**src/design/term_decoder_cfg.svh**
```systemverilog
// Constants for the drive terminal command decoder: bit positions, codes and timing.
`ifndef TERM_DECODER_CFG_SVH
`define TERM_DECODER_CFG_SVH
// =============================================================
// Function input positions within the terminal vector
// =============================================================
`define FN_PRESET0     0
`define FN_PRESET3     3
`define FN_RAMP        4
`define FN_HOLD        5
`define FN_COAST       6
`define FN_ALMRST      7
`define FN_TRIP        8
`define FN_JOG         9
`define FN_FREQSEL     10
`define FN_MOTORSEL    11
`define FN_COUNT       12
// Extra synchronised lines after the function block.
`define PIN_FWD        12
`define PIN_REV        13
`define PIN_KEYJOG     14
`define PIN_KEYRUN     15
`define PIN_COUNT      16
// =============================================================
// Sizes, codes and reset values
// =============================================================
`define PRESET_COUNT   15
`define FREQ_WIDTH     16
`define CODE_WIDTH     8
`define CODE_NONE      8'h00
`define CODE_EXT_TRIP  8'h09
`define MOTOR_RESET    1'b0
// =============================================================
// Timing
// =============================================================
`define CLK_MHZ        100
`define SYNC_SETTLE    4
`define JOG_SKEW_US    100000
`define JOG_SKEW_CYC   (`JOG_SKEW_US * `CLK_MHZ)
`endif

```
**src/design/term_decoder_pkg.sv**
```systemverilog
// Types shared by the drive terminal command decoder files.
package term_decoder_pkg;
   // Acceleration and deceleration time pair.
   typedef struct packed {
      logic [15:0] accel;
      logic [15:0] decel;
   } ramp_t;
   // Run command towards the drive logic.
   typedef struct packed {
      logic run_forward;
      logic run_reverse;
   } run_cmd_t;
   // Jog state machine states.
   typedef enum logic [1:0] {
      JS_NORMAL  = 2'b00,
      JS_READY   = 2'b01,
      JS_JOGGING = 2'b10
   } jog_state_t;
endpackage

```
**src/design/skew_window.sv**
```systemverilog
// Timer that holds a window open for a set number of cycles after a start pulse.
`timescale 1ns/1ns
module skew_window #(
   parameter int CYC = 1000
) (
   input  wire logic clk,
   input  wire logic rstN,
   input  wire logic start,
   input  wire logic cancel,
   output logic      open
);
   localparam int CW = $clog2(CYC + 1);
   logic [CW-1:0] cnt_r;   // Cycles left in the window.
   initial begin
      if (CYC < 1) $error("skew_window needs at least one cycle.");
   end
   // =============================================================
   // Countdown; a fresh start reloads, cancel closes at once.
   // =============================================================
   always_ff @(posedge clk or negedge rstN) begin
      if (!rstN) begin
         cnt_r <= '0;
      end else if (start) begin
         cnt_r <= CW'(CYC);
      end else if (cancel) begin
         cnt_r <= '0;
      end else if (cnt_r != '0) begin
         cnt_r <= cnt_r - 1'b1;
      end
   end
   assign open = (cnt_r != '0);
endmodule

```
**src/design/term_decoder.sv**
```systemverilog
// Drive terminal command decoder: presets, ramps, run hold, alarms, jog and motor select.
`timescale 1ns/1ns
`include "term_decoder_cfg.svh"
module term_decoder
   import term_decoder_pkg::*;
#(
   parameter int FREQ_W   = `FREQ_WIDTH,
   parameter int SKEW_CYC = `JOG_SKEW_CYC
) (
   input  wire logic                  sys_clk,
   input  wire logic                  arst_n,
   input  wire logic [`FN_COUNT-1:0]  termPin,
   input  wire logic                  runForwardPin,
   input  wire logic                  runReversePin,
   input  wire logic                  keyJogPin,
   input  wire logic                  keyRunPin,
   input  wire logic [`FN_COUNT-1:0]  funcAssigned,
   input  wire logic [`FN_COUNT-1:0]  funcActiveLow,
   input  wire logic                  runSourceDigital,
   input  wire logic                  driveStopped,
   input  wire logic [FREQ_W-1:0]     presetFreq [1:`PRESET_COUNT],
   input  wire logic [FREQ_W-1:0]     freqSourceOne,
   input  wire logic [FREQ_W-1:0]     freqSourceTwo,
   input  wire logic [FREQ_W-1:0]     jogFrequency,
   input  wire ramp_t                 rampOne,
   input  wire ramp_t                 rampTwo,
   input  wire ramp_t                 jogRamp,
   output logic      [FREQ_W-1:0]     freqRef,
   output ramp_t                      rampActive,
   output run_cmd_t                   runCmd,
   output logic                       outputEnable,
   output logic                       faultAlarmOut,
   output logic      [`CODE_WIDTH-1:0] alarmCode,
   output logic                       alarmHold,
   output logic                       jogReady,
   output logic                       jogActive,
   output logic                       motorSelect,
   output logic                       motor2ActiveOut
);
   initial begin
      if (FREQ_W < 1 || FREQ_W > 32) $error("term_decoder FREQ_W out of range.");
      if (SKEW_CYC < 1) $error("term_decoder SKEW_CYC must be at least one.");
   end
   // =============================================================
   // Reset release
   // =============================================================
   logic [1:0] rstSync;   // Release synchroniser; assert stays asynchronous.
   logic       rstN;      // Reset used by the rest of the block.
   // Two stages so every flop leaves reset on the same edge.
   always_ff @(posedge sys_clk or negedge arst_n) begin
      if (!arst_n) begin
         rstSync <= 2'b00;
      end else begin
         rstSync <= {rstSync[0], 1'b1};
      end
   end
   assign rstN = rstSync[1];

   // =============================================================
   // Input synchronisation and polarity
   // =============================================================
   logic [`PIN_COUNT-1:0] pinLvl;   // Synchronised pin levels.
   logic [`FN_COUNT-1:0]  fnOn;     // Decoded function states.
   term_sync #(.W(`PIN_COUNT)) i_term_sync (
      .clk   (sys_clk),
      .rstN  (rstN),
      .raw   ({keyRunPin, keyJogPin, runReversePin, runForwardPin, termPin}),
      .level (pinLvl)
   );
   logic [`SYNC_SETTLE-1:0] warm_r;   // Fills after release; reset zeros would fake a trip.
   always_ff @(posedge sys_clk or negedge rstN) begin
      if (!rstN) begin
         warm_r <= '0;
      end else begin
         warm_r <= {warm_r[`SYNC_SETTLE-2:0], 1'b1};
      end
   end
   // An unassigned function reads as off, which gives each default set.
   // The inversion bit also covers trip's fail-safe code.
   assign fnOn = (pinLvl[`FN_COUNT-1:0] ^ funcActiveLow) & funcAssigned
                 & {`FN_COUNT{warm_r[`SYNC_SETTLE-1]}};

   logic [3:0] presetIdx;     // Preset index, weights 1, 2, 4, 8.
   logic       fwdLvl, revLvl, keyJog, keyRun;
   logic       holdOn, coastOn, rstOn, tripOn, jogIn;
   assign presetIdx = fnOn[`FN_PRESET3:`FN_PRESET0];
   assign holdOn    = fnOn[`FN_HOLD];
   assign coastOn   = fnOn[`FN_COAST];
   assign rstOn     = fnOn[`FN_ALMRST];
   assign tripOn    = fnOn[`FN_TRIP];
   assign jogIn     = fnOn[`FN_JOG];
   assign fwdLvl    = pinLvl[`PIN_FWD];
   assign revLvl    = pinLvl[`PIN_REV];
   assign keyJog    = pinLvl[`PIN_KEYJOG];
   assign keyRun    = pinLvl[`PIN_KEYRUN];

   // Previous values for edge detection; all on the system clock.
   logic fwdPrev_r, revPrev_r, rstPrev_r, jogPrev_r, keyJogPrev_r;
   always_ff @(posedge sys_clk or negedge rstN) begin
      if (!rstN) begin
         fwdPrev_r    <= 1'b0;
         revPrev_r    <= 1'b0;
         rstPrev_r    <= 1'b0;
         jogPrev_r    <= 1'b0;
         keyJogPrev_r <= 1'b0;
      end else begin
         fwdPrev_r    <= fwdLvl;
         revPrev_r    <= revLvl;
         rstPrev_r    <= rstOn;
         jogPrev_r    <= jogIn;
         keyJogPrev_r <= keyJog;
      end
   end
   logic fwdRise, revRise, rstRise, rstFall, jogRise, keyJogRise;
   assign fwdRise    = fwdLvl & ~fwdPrev_r;
   assign revRise    = revLvl & ~revPrev_r;
   assign rstRise    = rstOn & ~rstPrev_r;
   assign rstFall    = ~rstOn & rstPrev_r;
   assign jogRise    = jogIn & ~jogPrev_r;
   assign keyJogRise = keyJog & ~keyJogPrev_r;

   // =============================================================
   // Three-wire self hold
   // =============================================================
   logic fwdHeld_r, revHeld_r;   // Self-held run commands.
   // Only the first edge is held; a later edge waits for hold to drop.
   always_ff @(posedge sys_clk or negedge rstN) begin
      if (!rstN) begin
         fwdHeld_r <= 1'b0;
         revHeld_r <= 1'b0;
      end else if (!holdOn) begin
         fwdHeld_r <= 1'b0;
         revHeld_r <= 1'b0;
      end else if (!fwdHeld_r && !revHeld_r) begin
         fwdHeld_r <= fwdRise;
         revHeld_r <= revRise & ~fwdRise;
      end
   end
   logic runFwd, runRev;   // Effective run levels after holding.
   assign runFwd = fwdLvl | fwdHeld_r;
   assign runRev = revLvl | revHeld_r;

   // =============================================================
   // External trip and alarm reset
   // =============================================================
   logic tripLatch_r;   // Trip stays latched through an input recovery.
   // A trip still present when reset rises wins over the clear.
   always_ff @(posedge sys_clk or negedge rstN) begin
      if (!rstN) begin
         tripLatch_r <= 1'b0;
      end else if (tripOn) begin
         tripLatch_r <= 1'b1;
      end else if (rstRise) begin
         tripLatch_r <= 1'b0;
      end
   end
   // Alarm relay drops on the reset's rising edge; display and hold
   // clear only on its falling edge so the operator sees the cause.
   always_ff @(posedge sys_clk or negedge rstN) begin
      if (!rstN) begin
         faultAlarmOut <= 1'b0;
         alarmCode     <= `CODE_NONE;
         alarmHold     <= 1'b0;
      end else begin
         if (tripOn) begin
            faultAlarmOut <= 1'b1;
            alarmCode     <= `CODE_EXT_TRIP;
            alarmHold     <= 1'b1;
         end else begin
            if (rstRise) begin
               faultAlarmOut <= 1'b0;
            end
            if (rstFall) begin
               alarmCode <= `CODE_NONE;
               alarmHold <= 1'b0;
            end
         end
      end
   end

   // =============================================================
   // Jog readiness and jogging
   // =============================================================
   logic       keyToggle_r;   // Keypad-requested jog readiness.
   logic       skewOpen;      // Run arrived recently without jog.
   jog_state_t jogState_r;
   // The keypad toggle is dead under digital run source.
   always_ff @(posedge sys_clk or negedge rstN) begin
      if (!rstN) begin
         keyToggle_r <= 1'b0;
      end else if (runSourceDigital || jogIn) begin
         keyToggle_r <= 1'b0;
      end else if (keyJogRise && driveStopped) begin
         keyToggle_r <= ~keyToggle_r;
      end
   end
   // Window after a bare run edge in which a late jog still counts.
   skew_window #(.CYC(SKEW_CYC)) i_skew_window (
      .clk    (sys_clk),
      .rstN   (rstN),
      .start  ((fwdRise | revRise) && jogState_r == JS_NORMAL && !jogIn),
      .cancel (jogIn),
      .open   (skewOpen)
   );
   logic wantReady, jogRun, lateJog;
   assign wantReady = jogIn | keyToggle_r;
   // Run pins start any jog; the run key only under keypad run source.
   assign jogRun  = fwdLvl | revLvl | (keyRun & ~runSourceDigital);
   assign lateJog = jogRise & skewOpen;
   // Mode changes only at standstill, except a jog inside the skew.
   always_ff @(posedge sys_clk or negedge rstN) begin
      if (!rstN) begin
         jogState_r <= JS_NORMAL;
      end else begin
         case (jogState_r)
            JS_NORMAL: begin
               if (lateJog) begin
                  jogState_r <= JS_JOGGING;
               end else if (wantReady && driveStopped) begin
                  jogState_r <= JS_READY;
               end
            end
            JS_READY: begin
               if (!wantReady && driveStopped) begin
                  jogState_r <= JS_NORMAL;
               end else if (jogRun) begin
                  jogState_r <= JS_JOGGING;
               end
            end
            JS_JOGGING: begin
               if (!jogRun) begin
                  jogState_r <= JS_READY;
               end
            end
            default: begin
               jogState_r <= JS_NORMAL;
            end
         endcase
      end
   end

   // =============================================================
   // Run command and output enable
   // =============================================================
   // In ready state only a jog runs; a run that beat the jog
   // keeps running normally unless jog arrives inside the skew window.
   always_ff @(posedge sys_clk or negedge rstN) begin
      if (!rstN) begin
         runCmd       <= '0;
         outputEnable <= 1'b0;
         jogReady     <= 1'b0;
         jogActive    <= 1'b0;
      end else begin
         jogReady  <= (jogState_r != JS_NORMAL);
         jogActive <= (jogState_r == JS_JOGGING);
         if (jogState_r == JS_READY) begin
            runCmd <= '0;
         end else if (jogState_r == JS_JOGGING) begin
            runCmd.run_forward <= fwdLvl | (keyRun & ~runSourceDigital & ~revLvl);
            runCmd.run_reverse <= revLvl;
         end else begin
            runCmd.run_forward <= runFwd;
            runCmd.run_reverse <= runRev & ~runFwd;
         end
         outputEnable <= ~coastOn & ~tripOn & ~tripLatch_r;
      end
   end

   // =============================================================
   // Frequency and ramp selection
   // =============================================================
   logic [FREQ_W-1:0] baseFreq;   // Ordinary source before presets.
   assign baseFreq = fnOn[`FN_FREQSEL] ? freqSourceTwo : freqSourceOne;
   // Jog values override both presets and normal ramps.
   always_ff @(posedge sys_clk or negedge rstN) begin
      if (!rstN) begin
         freqRef    <= '0;
         rampActive <= '0;
      end else if (jogState_r == JS_JOGGING) begin
         freqRef    <= jogFrequency;
         rampActive <= jogRamp;
      end else begin
         if (presetIdx == 4'h0) begin
            freqRef <= baseFreq;
         end else begin
            freqRef <= presetFreq[presetIdx];
         end
         rampActive <= fnOn[`FN_RAMP] ? rampTwo : rampOne;
      end
   end

   // =============================================================
   // Motor selection
   // =============================================================
   // The completion output trails the switch by one cycle.
   always_ff @(posedge sys_clk or negedge rstN) begin
      if (!rstN) begin
         motorSelect     <= `MOTOR_RESET;
         motor2ActiveOut <= `MOTOR_RESET;
      end else begin
         if (driveStopped) begin
            motorSelect <= fnOn[`FN_MOTORSEL];
         end
         motor2ActiveOut <= motorSelect;
      end
   end

   // =============================================================
   // Checks
   // =============================================================
   a_trip_alarm: assert property (@(posedge sys_clk) disable iff (!rstN)
      tripOn |=> faultAlarmOut && !outputEnable && alarmCode == `CODE_EXT_TRIP)
      else $error("Trip did not raise alarm and stop output.");
   a_trip_latch: assert property (@(posedge sys_clk) disable iff (!rstN)
      tripLatch_r && !rstRise |=> tripLatch_r)
      else $error("Trip latch dropped without alarm reset.");
   a_coast_off: assert property (@(posedge sys_clk) disable iff (!rstN)
      coastOn && !tripOn && !tripLatch_r |=> !outputEnable && !$rose(faultAlarmOut))
      else $error("Coast left output on or alarmed.");
   a_reset_drop: assert property (@(posedge sys_clk) disable iff (!rstN)
      rstRise && !tripOn |=> !faultAlarmOut)
      else $error("Alarm reset did not drop alarm.");
   a_hold_clear: assert property (@(posedge sys_clk) disable iff (!rstN)
      !holdOn |=> !fwdHeld_r && !revHeld_r)
      else $error("Held run survived hold release.");
   a_hold_latch: assert property (@(posedge sys_clk) disable iff (!rstN)
      holdOn && fwdRise && !fwdHeld_r && !revHeld_r ##1 holdOn [*2] |-> fwdHeld_r)
      else $error("Forward run was not self held.");
   a_preset_pick: assert property (@(posedge sys_clk) disable iff (!rstN)
      presetIdx != 4'h0 && jogState_r != JS_JOGGING |=> freqRef == $past(presetFreq[presetIdx]))
      else $error("Preset frequency not selected.");
   a_motor_follow: assert property (@(posedge sys_clk) disable iff (!rstN)
      $changed(motorSelect) |=> motor2ActiveOut == $past(motorSelect))
      else $error("Motor-2 output did not follow switch.");
   a_mode_stopped: assert property (@(posedge sys_clk) disable iff (!rstN)
      jogState_r == JS_READY && !driveStopped |=> jogState_r != JS_NORMAL)
      else $error("Jog readiness left while running.");
   c_trip_reset: cover property (@(posedge sys_clk) disable iff (!rstN)
      tripLatch_r ##[1:50] rstFall);
   c_jog_run: cover property (@(posedge sys_clk) disable iff (!rstN)
      jogState_r == JS_READY ##1 jogState_r == JS_JOGGING);
   c_motor_two: cover property (@(posedge sys_clk) disable iff (!rstN)
      $rose(motor2ActiveOut));
endmodule

```
**src/design/term_sync.sv**
```systemverilog
// Three-stage synchroniser for asynchronous terminal pins.
`timescale 1ns/1ns
module term_sync #(
   parameter int W = 16
) (
   input  wire logic         clk,
   input  wire logic         rstN,
   input  wire logic [W-1:0] raw,
   output logic      [W-1:0] level
);
   // =============================================================
   // Per-pin three flip-flop chain
   // =============================================================
   initial begin
      if (W < 1) $error("term_sync width must be positive.");
   end
   genvar i;
   generate
      for (i = 0; i < W; i++) begin : g_pin
         logic s1, s2, s3;   // Stage one is read only by stage two.
         // The level moves only once stages two and three agree.
         always_ff @(posedge clk or negedge rstN) begin
            if (!rstN) begin
               s1 <= 1'b0;
               s2 <= 1'b0;
               s3 <= 1'b0;
               level[i] <= 1'b0;
            end else begin
               s1 <= raw[i];
               s2 <= s1;
               s3 <= s2;
               if (s2 == s3) begin
                  level[i] <= s3;
               end
            end
         end
      end
   endgenerate
endmodule

```
**config.mk**
```make
export PLATFORM = sky130hd
export DESIGN_NAME = term_decoder
export DESIGN_NICKNAME = d
export VERILOG_FILES = /design/src/design/term_decoder_pkg.sv /design/src/design/skew_window.sv /design/src/design/term_decoder.sv /design/src/design/term_sync.sv
export VERILOG_INCLUDE_DIRS = /design/src /design/src/design
export SDC_FILE = /design/constraint.sdc
export NUM_CORES = 1
export LEC_CHECK = 0
export BUFFER_PORTS_ARGS = -buffer_cell sky130_fd_sc_hd__buf_2
export CORE_AREA = 2 2 189 191
export CTS_BUF_LIST = sky130_fd_sc_hd__clkbuf_8 sky130_fd_sc_hd__clkbuf_16
export DETAILED_ROUTE_END_ITERATION = 7
export DIE_AREA = 0 0 191 193
export PLACE_DENSITY = 0.51
export SYNTH_ARGS = -nofsm -noshare
export SYNTH_HDL_FRONTEND = slang
export SYNTH_SLANG_ARGS = --single-unit
```
**constraint.sdc**
```tcl
create_clock -name sys_clk -period 6.55 [get_ports sys_clk]
set_input_delay 0.3275 -clock sys_clk [delete_from_list [all_inputs] [get_ports sys_clk]]
set_output_delay 0.3275 -clock sys_clk [all_outputs]
set_load 0.05 [all_outputs]
```
==> summary.txt, run 1 <==
Run status
  – Outcome: completed

Placed design
  – GPL Wtd Cong: roughly 0.94
  – Post-DP HPWL: between 30 and 40 mm
  – Setup slack after placement: between 3 and 4 ns
  – Port Buffers: between 400 and 500

Floorplan
  – Core area: about 35,000 sq um
  – Die Y: 193 microns
  – Initial core utilization: 0.261
  – Total die area: around 37,000 sq um
  – IO Pins: approximately 490
  – Die width: about 190 microns
  – FP Rows: a little under 70

Timing
  – Setup repair after global routing missed its margin: false
  – Max-slew violation count: 0
  – Final setup fails: 0
  – Setup slack after layout: about 3.1 ns
  – Worst relative slew slack: 0.182
  – Hold Fails Final Rpt: 0
  – Final min period: ~3.5 ns
  – Post-Route Setup TNS: 0 ns
  – Final period util: 0.533
  – Maximum clock rate: 287 MHz
  – Slew at the pin closest to its max-slew limit: roughly 1.2 ns
  – Clock skew: approximately 0.013 ns

Power
  – Clock Power Share: 0.246
  – Seq pwr share: 0.328
  – Worst VDD drop: about 0.21 mV
  – Psw: ~1.9 mW
  – Cell Int Power: 2.23 mW
  – Total power: a little over 4 mW
  – PD cells: between 300 and 400 nW/um^2
  – Sw Ratio: 0.457
  – Logic pwr share: 0.426
  – Lkg Pwr: roughly 6 nW

Finish
  – Commonest non-fill, non-tap cells in the layout: buf_2, dfrtp_1, nand2_1
  – Share of layout cells above drive strength 1: 0.386
  – FILL cells: roughly 3,700
  – Most common cell after layout, fill and taps aside: buf_2
  – Multi-input gate area: roughly 4700 sq um
  – Fin nets: between 1,500 and 2,000
  – P&R area growth vs syn: 39.4%
  – Storage cell area: between 4000 and 5000 sq um

GRT
  – Total global-route track usage: 0.233
  – Grt total ovfl: 0
  – First-pass GRT wire length: between 60 and 70 mm
  – Antenna violations before repair: 31
  – Largest net degree at the start of global routing: 73
  – Vias in the first global route: roughly 9,600

Drt
  – Post-Route WL: roughly 45 mm
  – Total number of vias: between 9,000 and 10,000
  – 1st-iter DRT viols: 632
  – DR vias/cell: roughly 5.2
  – DRC: 0
  – Antenna Nets Post-Route: 0
  – Routed len/inst: 23.7 microns
  – Drt first pass iters: 5

Synthesis
  – Cells after Synth: roughly 950
  – Synth warn: 0
  – Yosys cell types: between 60 and 70
  – Synthesized area: a little over 9000 sq um
  – Ys flop type: dfrtp_1
  – Number of synthesized flops with an enable pin: 0
  – Mapped Avg Cell Area: 9.60 sq um
  – Register area share after synthesis: 0.441
  – Fraction of registers with async set/reset: 1.00
  – Count of state elements after synthesis: between 150 and 200

Critical path
  – Critical Path RT: 6.85 ns
  – Crit-path max FO: between 60 and 70
  – CP Capture Type: register
  – Data arrival, critical path: between 3 and 4 ns
  – Crit path launch type: register
  – Setup CP Type: reg -> reg

Clock tree
  – H-tree depth: 4
  – CTS clk-pin slew, worst paths: 0.07 ns
  – Max clock buf depth: 2
  – Clock Latency Late Sink: ~0.44 ns
  – CTS buffer count: 17
  – CTS Sinks: roughly 160
  – CTS tree: built
  – Clk root buf: clkbuf_16
  – Resize count post-CTS: 0

Job
  – Max Cap Viol: 0

Hold path
  – Min-Delay Path Class: in -> reg
==> repair_timing <==
item                                    in CTS  in global routing
endpoints found under the hold margin       18                  0
setup buffers                                0                  0
endpoints found under the setup margin       0                  0
hold buffers                                17                  0
==> Yosys cell counts, types with 12 or more instances <==
master,number,area [sq um]
or4_1,13,97.6
nor2_1,36,135
a22oi_1,20,150
xor2_1,16,140
a311oi_1,28,245
dfrtp_1,161,4030
a32oi_1,20,175
nor3_1,16,80.1
a21oi_1,27,135
nor4_1,12,75.1
a211oi_1,26,195
clkbuf_1,47,176
o21ai_0,94,470
nand2_1,95,357
a311o_1,19,190
nand3_1,29,145
xnor2_1,13,114
mux2i_1,52,521
buf_2,31,155
maj3_1,16,160
and3_1,31,194
==> state kept, by name, summed over array words and instances, names as in the netlist, 2 cells and up <==
signal                flops
i_term_sync.level        16
warm_r                    4
runCmd                    2
freqRef                  16
i_skew_window.cnt_r      24
i_term_sync.g_pin.s2     16
rampActive               32
rstSync                   2
jogState_r                2
i_term_sync.g_pin.s1     16
i_term_sync.g_pin.s3     16
==> layout make-up <==
type	instances	area share
multi-input cells	696	0.373
flip-flops and latches	161	0.317
repair buffers	513	0.211
well taps	461	0.0453
clock buffers	17	0.0334
clock inverters	15	0.0134
diodes	19	0.00374
inverters	12	0.00354
==> stage by stage <==
step / hold WS (ns) / cells / util / instance area, sq um
CTS: 0.0477 / 1875 / 0.362 / 12700
detailed placement: 0.118 / 1826 / 0.340 / 11900
global placement: 0.114 / 1826 / 0.340 / 11900
global route: 0.0581 / 1887 / 0.363 / 12700
floorplan: 0.0319 / 957 / - / 9150
finish: 0.0676 / 1894 / 0.364 / 12700
==> per-layer routing <==
metal  GRT usage  wire length, microns
met1       0.269                 17300
met4      0.0897                  1340
met5           0                   151
met3      0.0757                  3790
met2       0.400                 22300
==> critical path, cell delays in order (launching register included) <==
cell,delay (ns)
dfrtp_1,1.01
and2_2,0.29
buf_4,0.44
nand2_4,0.56
mux2_1,0.52
a2111oi_0,0.40
a211oi_1,0.09
==> path summary, 6_finish.rpt <==
path / slack, ns / from / cells after the start / endpoint
setup / recovery: 3.06 / warm_r[3]$_DFF_PN0_ / 6 / freqRef[14]$_DFF_PN0_
hold / removal: 0.07 / runSourceDigital / 2 / keyToggle_r$_DFFE_PN0P_
setup reg to reg: 3.06 / warm_r[3]$_DFF_PN0_ / 6 / freqRef[14]$_DFF_PN0_
hold reg to reg: 0.34 / i_term_sync.g_pin[4].s1$_DFF_PN0_ / 0 / i_term_sync.g_pin[4].s2$_DFF_PN0_
max in group asynchronous: 4.65 / rstSync[1]$_DFF_PN0_ / 1 / rampActive[19]$_DFF_PN0_
min in group asynchronous: 0.22 / arst_n / 2 / rstSync[1]$_DFF_PN0_
==> kinds of logic after synthesis <==
kind of cell / share of synthesized area
AO/OA/AOI/OAI: 0.258
XOR/XNOR: 0.0332
adder cells (fa/ha/maj): 0.0189
buffers and inverters: 0.0487
flip-flops: 0.441
multiplexers: 0.0583
other: 0.000823
AND/OR/NAND/NOR: 0.141
==> power by group through the flow <==
stage	registers (mW)	logic [mW]	clock network [mW]
after floorplan	1.85	0.683	0
after global placement	1.36	1.73	0
after detailed placement	1.36	1.74	0
after CTS	1.35	1.75	1.04
after global routing	1.37	1.87	1.09
final	1.35	1.75	1.01
No activity file was read; power rests on OpenSTA's default activity.
==> run 2: changes to the inputs <==
--- a/config.mk
+++ b/config.mk
@@ -6,12 +6,13 @@
 export SDC_FILE = /design/constraint.sdc
 export NUM_CORES = 1
 export LEC_CHECK = 0
+export ABC_AREA = 1
 export BUFFER_PORTS_ARGS = -buffer_cell sky130_fd_sc_hd__buf_2
-export CORE_AREA = 2 2 189 191
+export CORE_AREA = 2 2 192 194
 export CTS_BUF_LIST = sky130_fd_sc_hd__clkbuf_8 sky130_fd_sc_hd__clkbuf_16
 export DETAILED_ROUTE_END_ITERATION = 7
-export DIE_AREA = 0 0 191 193
-export PLACE_DENSITY = 0.51
+export DIE_AREA = 0 0 194 196
+export PLACE_DENSITY = 0.52
 export SYNTH_ARGS = -nofsm -noshare
 export SYNTH_HDL_FRONTEND = slang
 export SYNTH_SLANG_ARGS = --single-unit
==> constraint.sdc (replaced) <==
create_clock -name sys_clk -period 3.25 [get_ports sys_clk]
set_input_delay 0.1625 -clock sys_clk [delete_from_list [all_inputs] [get_ports sys_clk]]
set_output_delay 0.1625 -clock sys_clk [all_outputs]
set_load 0.05 [all_outputs]
==> run 2 against run 1 <==
Effect of this change:
- synthesized cell count up 54%
- non-clock buffer count grew 82
- combinational power up 110%
- sequential share of layout area shrank 3.5 points
- register-to-register slack worse by 2.4 ns
- critical endpoint is now rampActive[18]$_DFF_PN0_
- largest cell class unchanged
==> summary.txt, run 2 <==
Critical path
  – Data arrival, critical path: 2.99 ns
  – Top delay family on crit path: buffers and inverters
  – Crit-path max FO: 32
  – CP max-delay cell: inv_1
  – Critical Path, Cell by Cell: buf_4 > nand3_1 > inv_1 > nand2_1 > a31oi_1 > dlygate4sd3_1
  – Slowest Stage Delay on Critical Path: between 0.7 and 0.8 ns
  – CP Capture Type: register
  – Crit path launch type: register
  – Buf/Inv on CP: 3
  – Setup CP Type: reg -> reg
  – Critical Path RT: approximately 3.6 ns

Finish
  – Top flop regs: rampActive: 32 flops, i_skew_window.cnt_r: 24 flops
  – P&R area growth vs syn: 43.4%
  – Multi-input gate area: ~4600 sq um
  – Core Util, Final: 0.397
  – Non-filler cells, final: about 2,500
  – Share of layout cells above drive strength 1: 0.278
  – Fin nets: 2,436
  – Most common cell after layout, fill and taps aside: buf_2
  – Biggest register: rampActive
  – Max reg flops: 32
  – Commonest non-fill, non-tap cells in the layout: buf_2, nand2_1, inv_1
  – Final instance area: approximately 14,000 sq um
  – FILL cells: ~3,800
  – Storage cell area: approximately 4000 sq um

Clock tree
  – Clock Latency Late Sink: between 0.4 and 0.5 ns
  – CTS Sinks: roughly 160
  – CTS tree: built
  – Clk root buf: clkbuf_16
  – CTS clk-pin slew, worst paths: approximately 0.07 ns
  – H-tree depth: 4
  – Max clock buf depth: 2
  – CTS buffer count: 17
  – Setup bufs post-CTS: 0

Floorplan
  – Total die area: 38,000 sq um
  – FP Rows: 70
  – Core area: ~36,000 sq um
  – Die width: 194 microns
  – Initial core utilization: 0.277
  – IO Pins: 493
  – Die Y: approximately 200 microns

Synthesis
  – Mapped Avg Cell Area: around 7 sq um
  – Top cells by count, synth: nand2_1, inv_1, nand3_1
  – Fraction of registers with async set/reset: 1.00
  – Top post-synthesis cells by area: dfrtp_1, nand2_1, nand3_1
  – Number of synthesized flops with an enable pin: 0
  – Most area-hungry cell type in the Yosys netlist: dfrtp_1
  – Register area share after synthesis: 0.403
  – Count of state elements after synthesis: 161
  – Ys flop type: dfrtp_1
  – Count leader, synth: nand2_1
  – Synthesized area: approximately 10000 sq um
  – Yosys top cell area share: 0.403
  – Cells after Synth: approximately 1,500
  – Yosys cell types: 40
  – Synth warn: 0

Timing
  – Setup slack after layout: ~0.63 ns
  – Maximum clock rate: 381 MHz
  – Clock skew: between 0.008 and 0.009 ns
  – Max-slew violation count: 0
  – Worst relative slew slack: 0.322
  – WHS: 0.0166 ns
  – Final period util: 0.807
  – Slew at the pin closest to its max-slew limit: 1.01 ns
  – Hold Fails Final Rpt: 0
  – Final min period: 2.62 ns
  – Setup repair after global routing missed its margin: false
  – Post-Route Setup TNS: 0 ns
  – Final setup fails: 0

GRT
  – Grt total ovfl: 0
  – Vias in the first global route: 11,673
  – Antenna violations before repair: 17
  – Total global-route track usage: 0.221
  – First-pass GRT wire length: roughly 65 mm
  – Largest net degree at the start of global routing: 133

Drt
  – Total number of vias: around 11,000
  – Highest metal used: met5
  – Antenna Nets Post-Route: 0
  – WL met2: about 21 mm
  – Routed len/inst: approximately 17 microns
  – DR vias/cell: ~4.6
  – Met3 routed WL: 3.17 mm
  – 1st-iter DRT viols: 523
  – Drt first pass iters: 5
  – Post-Route WL: 42.4 mm
  – DRC: 0
  – Metal1 wirelength: between 15 and 20 mm

Power
  – Total power: approximately 8.3 mW
  – Worst VDD drop: about 0.37 mV
  – Lkg Pwr: roughly 8.0 nW
  – PD cells: 581 nW/um^2

Placed design
  – Port Buffers: between 400 and 500
  – Cells after DPL: roughly 2,400
  – Post-DP Area: around 13,000 sq um
  – Setup slack after placement: slightly below 0.9 ns
  – Post-DP HPWL: between 30 and 40 mm
  – GPL Wtd Cong: approximately 0.92

Run status
  – Outcome: completed

Job
  – Max Cap Viol: 0

Hold path
  – Min-Delay Path Class: in -> reg
run 2: changes by cell type in the layout (fill, tap and decap cells not counted), moves of 32 or more:
cell / previous run / this run
nand2_1: 95 / 435
dlygate4sd3_1: 17 / 90
nor2_1: 35 / 87
o21ai_0: 94 / 31
inv_1: 11 / 241
nand3_1: 29 / 214
mux2i_1: 52 / 0
nand3b_1: 0 / 32
a31oi_1: 3 / 35
run 2: area by class of cell:
| class | count | area share |
|---|---|---|
| multi-input cells | 983 | 0.325 |
| flip-flops and latches | 161 | 0.282 |
| repair buffers | 595 | 0.244 |
| inverters | 249 | 0.0654 |
| well taps | 468 | 0.0409 |
| clock buffers | 18 | 0.0307 |
| clock inverters | 13 | 0.0105 |
| diodes | 11 | 0.00192 |
run 2: worst reg2reg max path: stages (launching register included):
cell,delay (ns)
dfrtp_1,0.47
buf_4,0.23
nand3_1,0.12
inv_1,0.71
nand2_1,0.28
a31oi_1,0.20
dlygate4sd3_1,0.56
run 2: power by group:
group	internal (mW)	total [mW]	switching (mW)
logic	1.10	3.61	2.52
clock network	1.16	2.02	0.856
registers	2.45	2.70	0.245
total	4.71	8.33	3.62
run 2: worst paths after layout:
path,startpoint,to,slack (ns),depth (start not counted)
max,warm_r[3]$_DFF_PN0_,rampActive[18]$_DFF_PN0_,0.63,6
min,rampTwo[28],rampActive[28]$_DFF_PN0_,0.02,3
max reg2reg,warm_r[3]$_DFF_PN0_,rampActive[18]$_DFF_PN0_,0.63,6
min reg2reg,i_term_sync.g_pin[0].s1$_DFF_PN0_,i_term_sync.g_pin[0].s2$_DFF_PN0_,0.35,0
max in group asynchronous,rstSync[1]$_DFF_PN0_,i_term_sync.g_pin[1].s3$_DFF_PN0_,1.98,1
min in group asynchronous,arst_n,rstSync[1]$_DFF_PN0_,0.05,2
run 2: timing repair:
item / CTS / global route
endpoints found under the hold margin: 65 / 0
gates resized for setup: 0 / 0
hold buffers: 90 / 0
run 2: routing by layer:
layer / track usage / up-vias
met4: 0.0968 / 8
met2: 0.390 / 490
met1: 0.259 / 5272
met5: 0 / -
met3: 0.0481 / 62
li1: - / 5647
run 2: cell families (layout without fill, tap and decap cells):
family / after synthesis / count (layout) / share of synthesized area
other: 2 / 19 / 0.000752
AO/OA/AOI/OAI: 121 / 121 / 0.0665
XOR/XNOR: 12 / 12 / 0.0105
AND/OR/NAND/NOR: 825 / 825 / 0.367
flip-flops: 161 / 161 / 0.403
buffers and inverters: 326 / 875 / 0.135
adder cells (fa/ha/maj): 17 / 17 / 0.0173
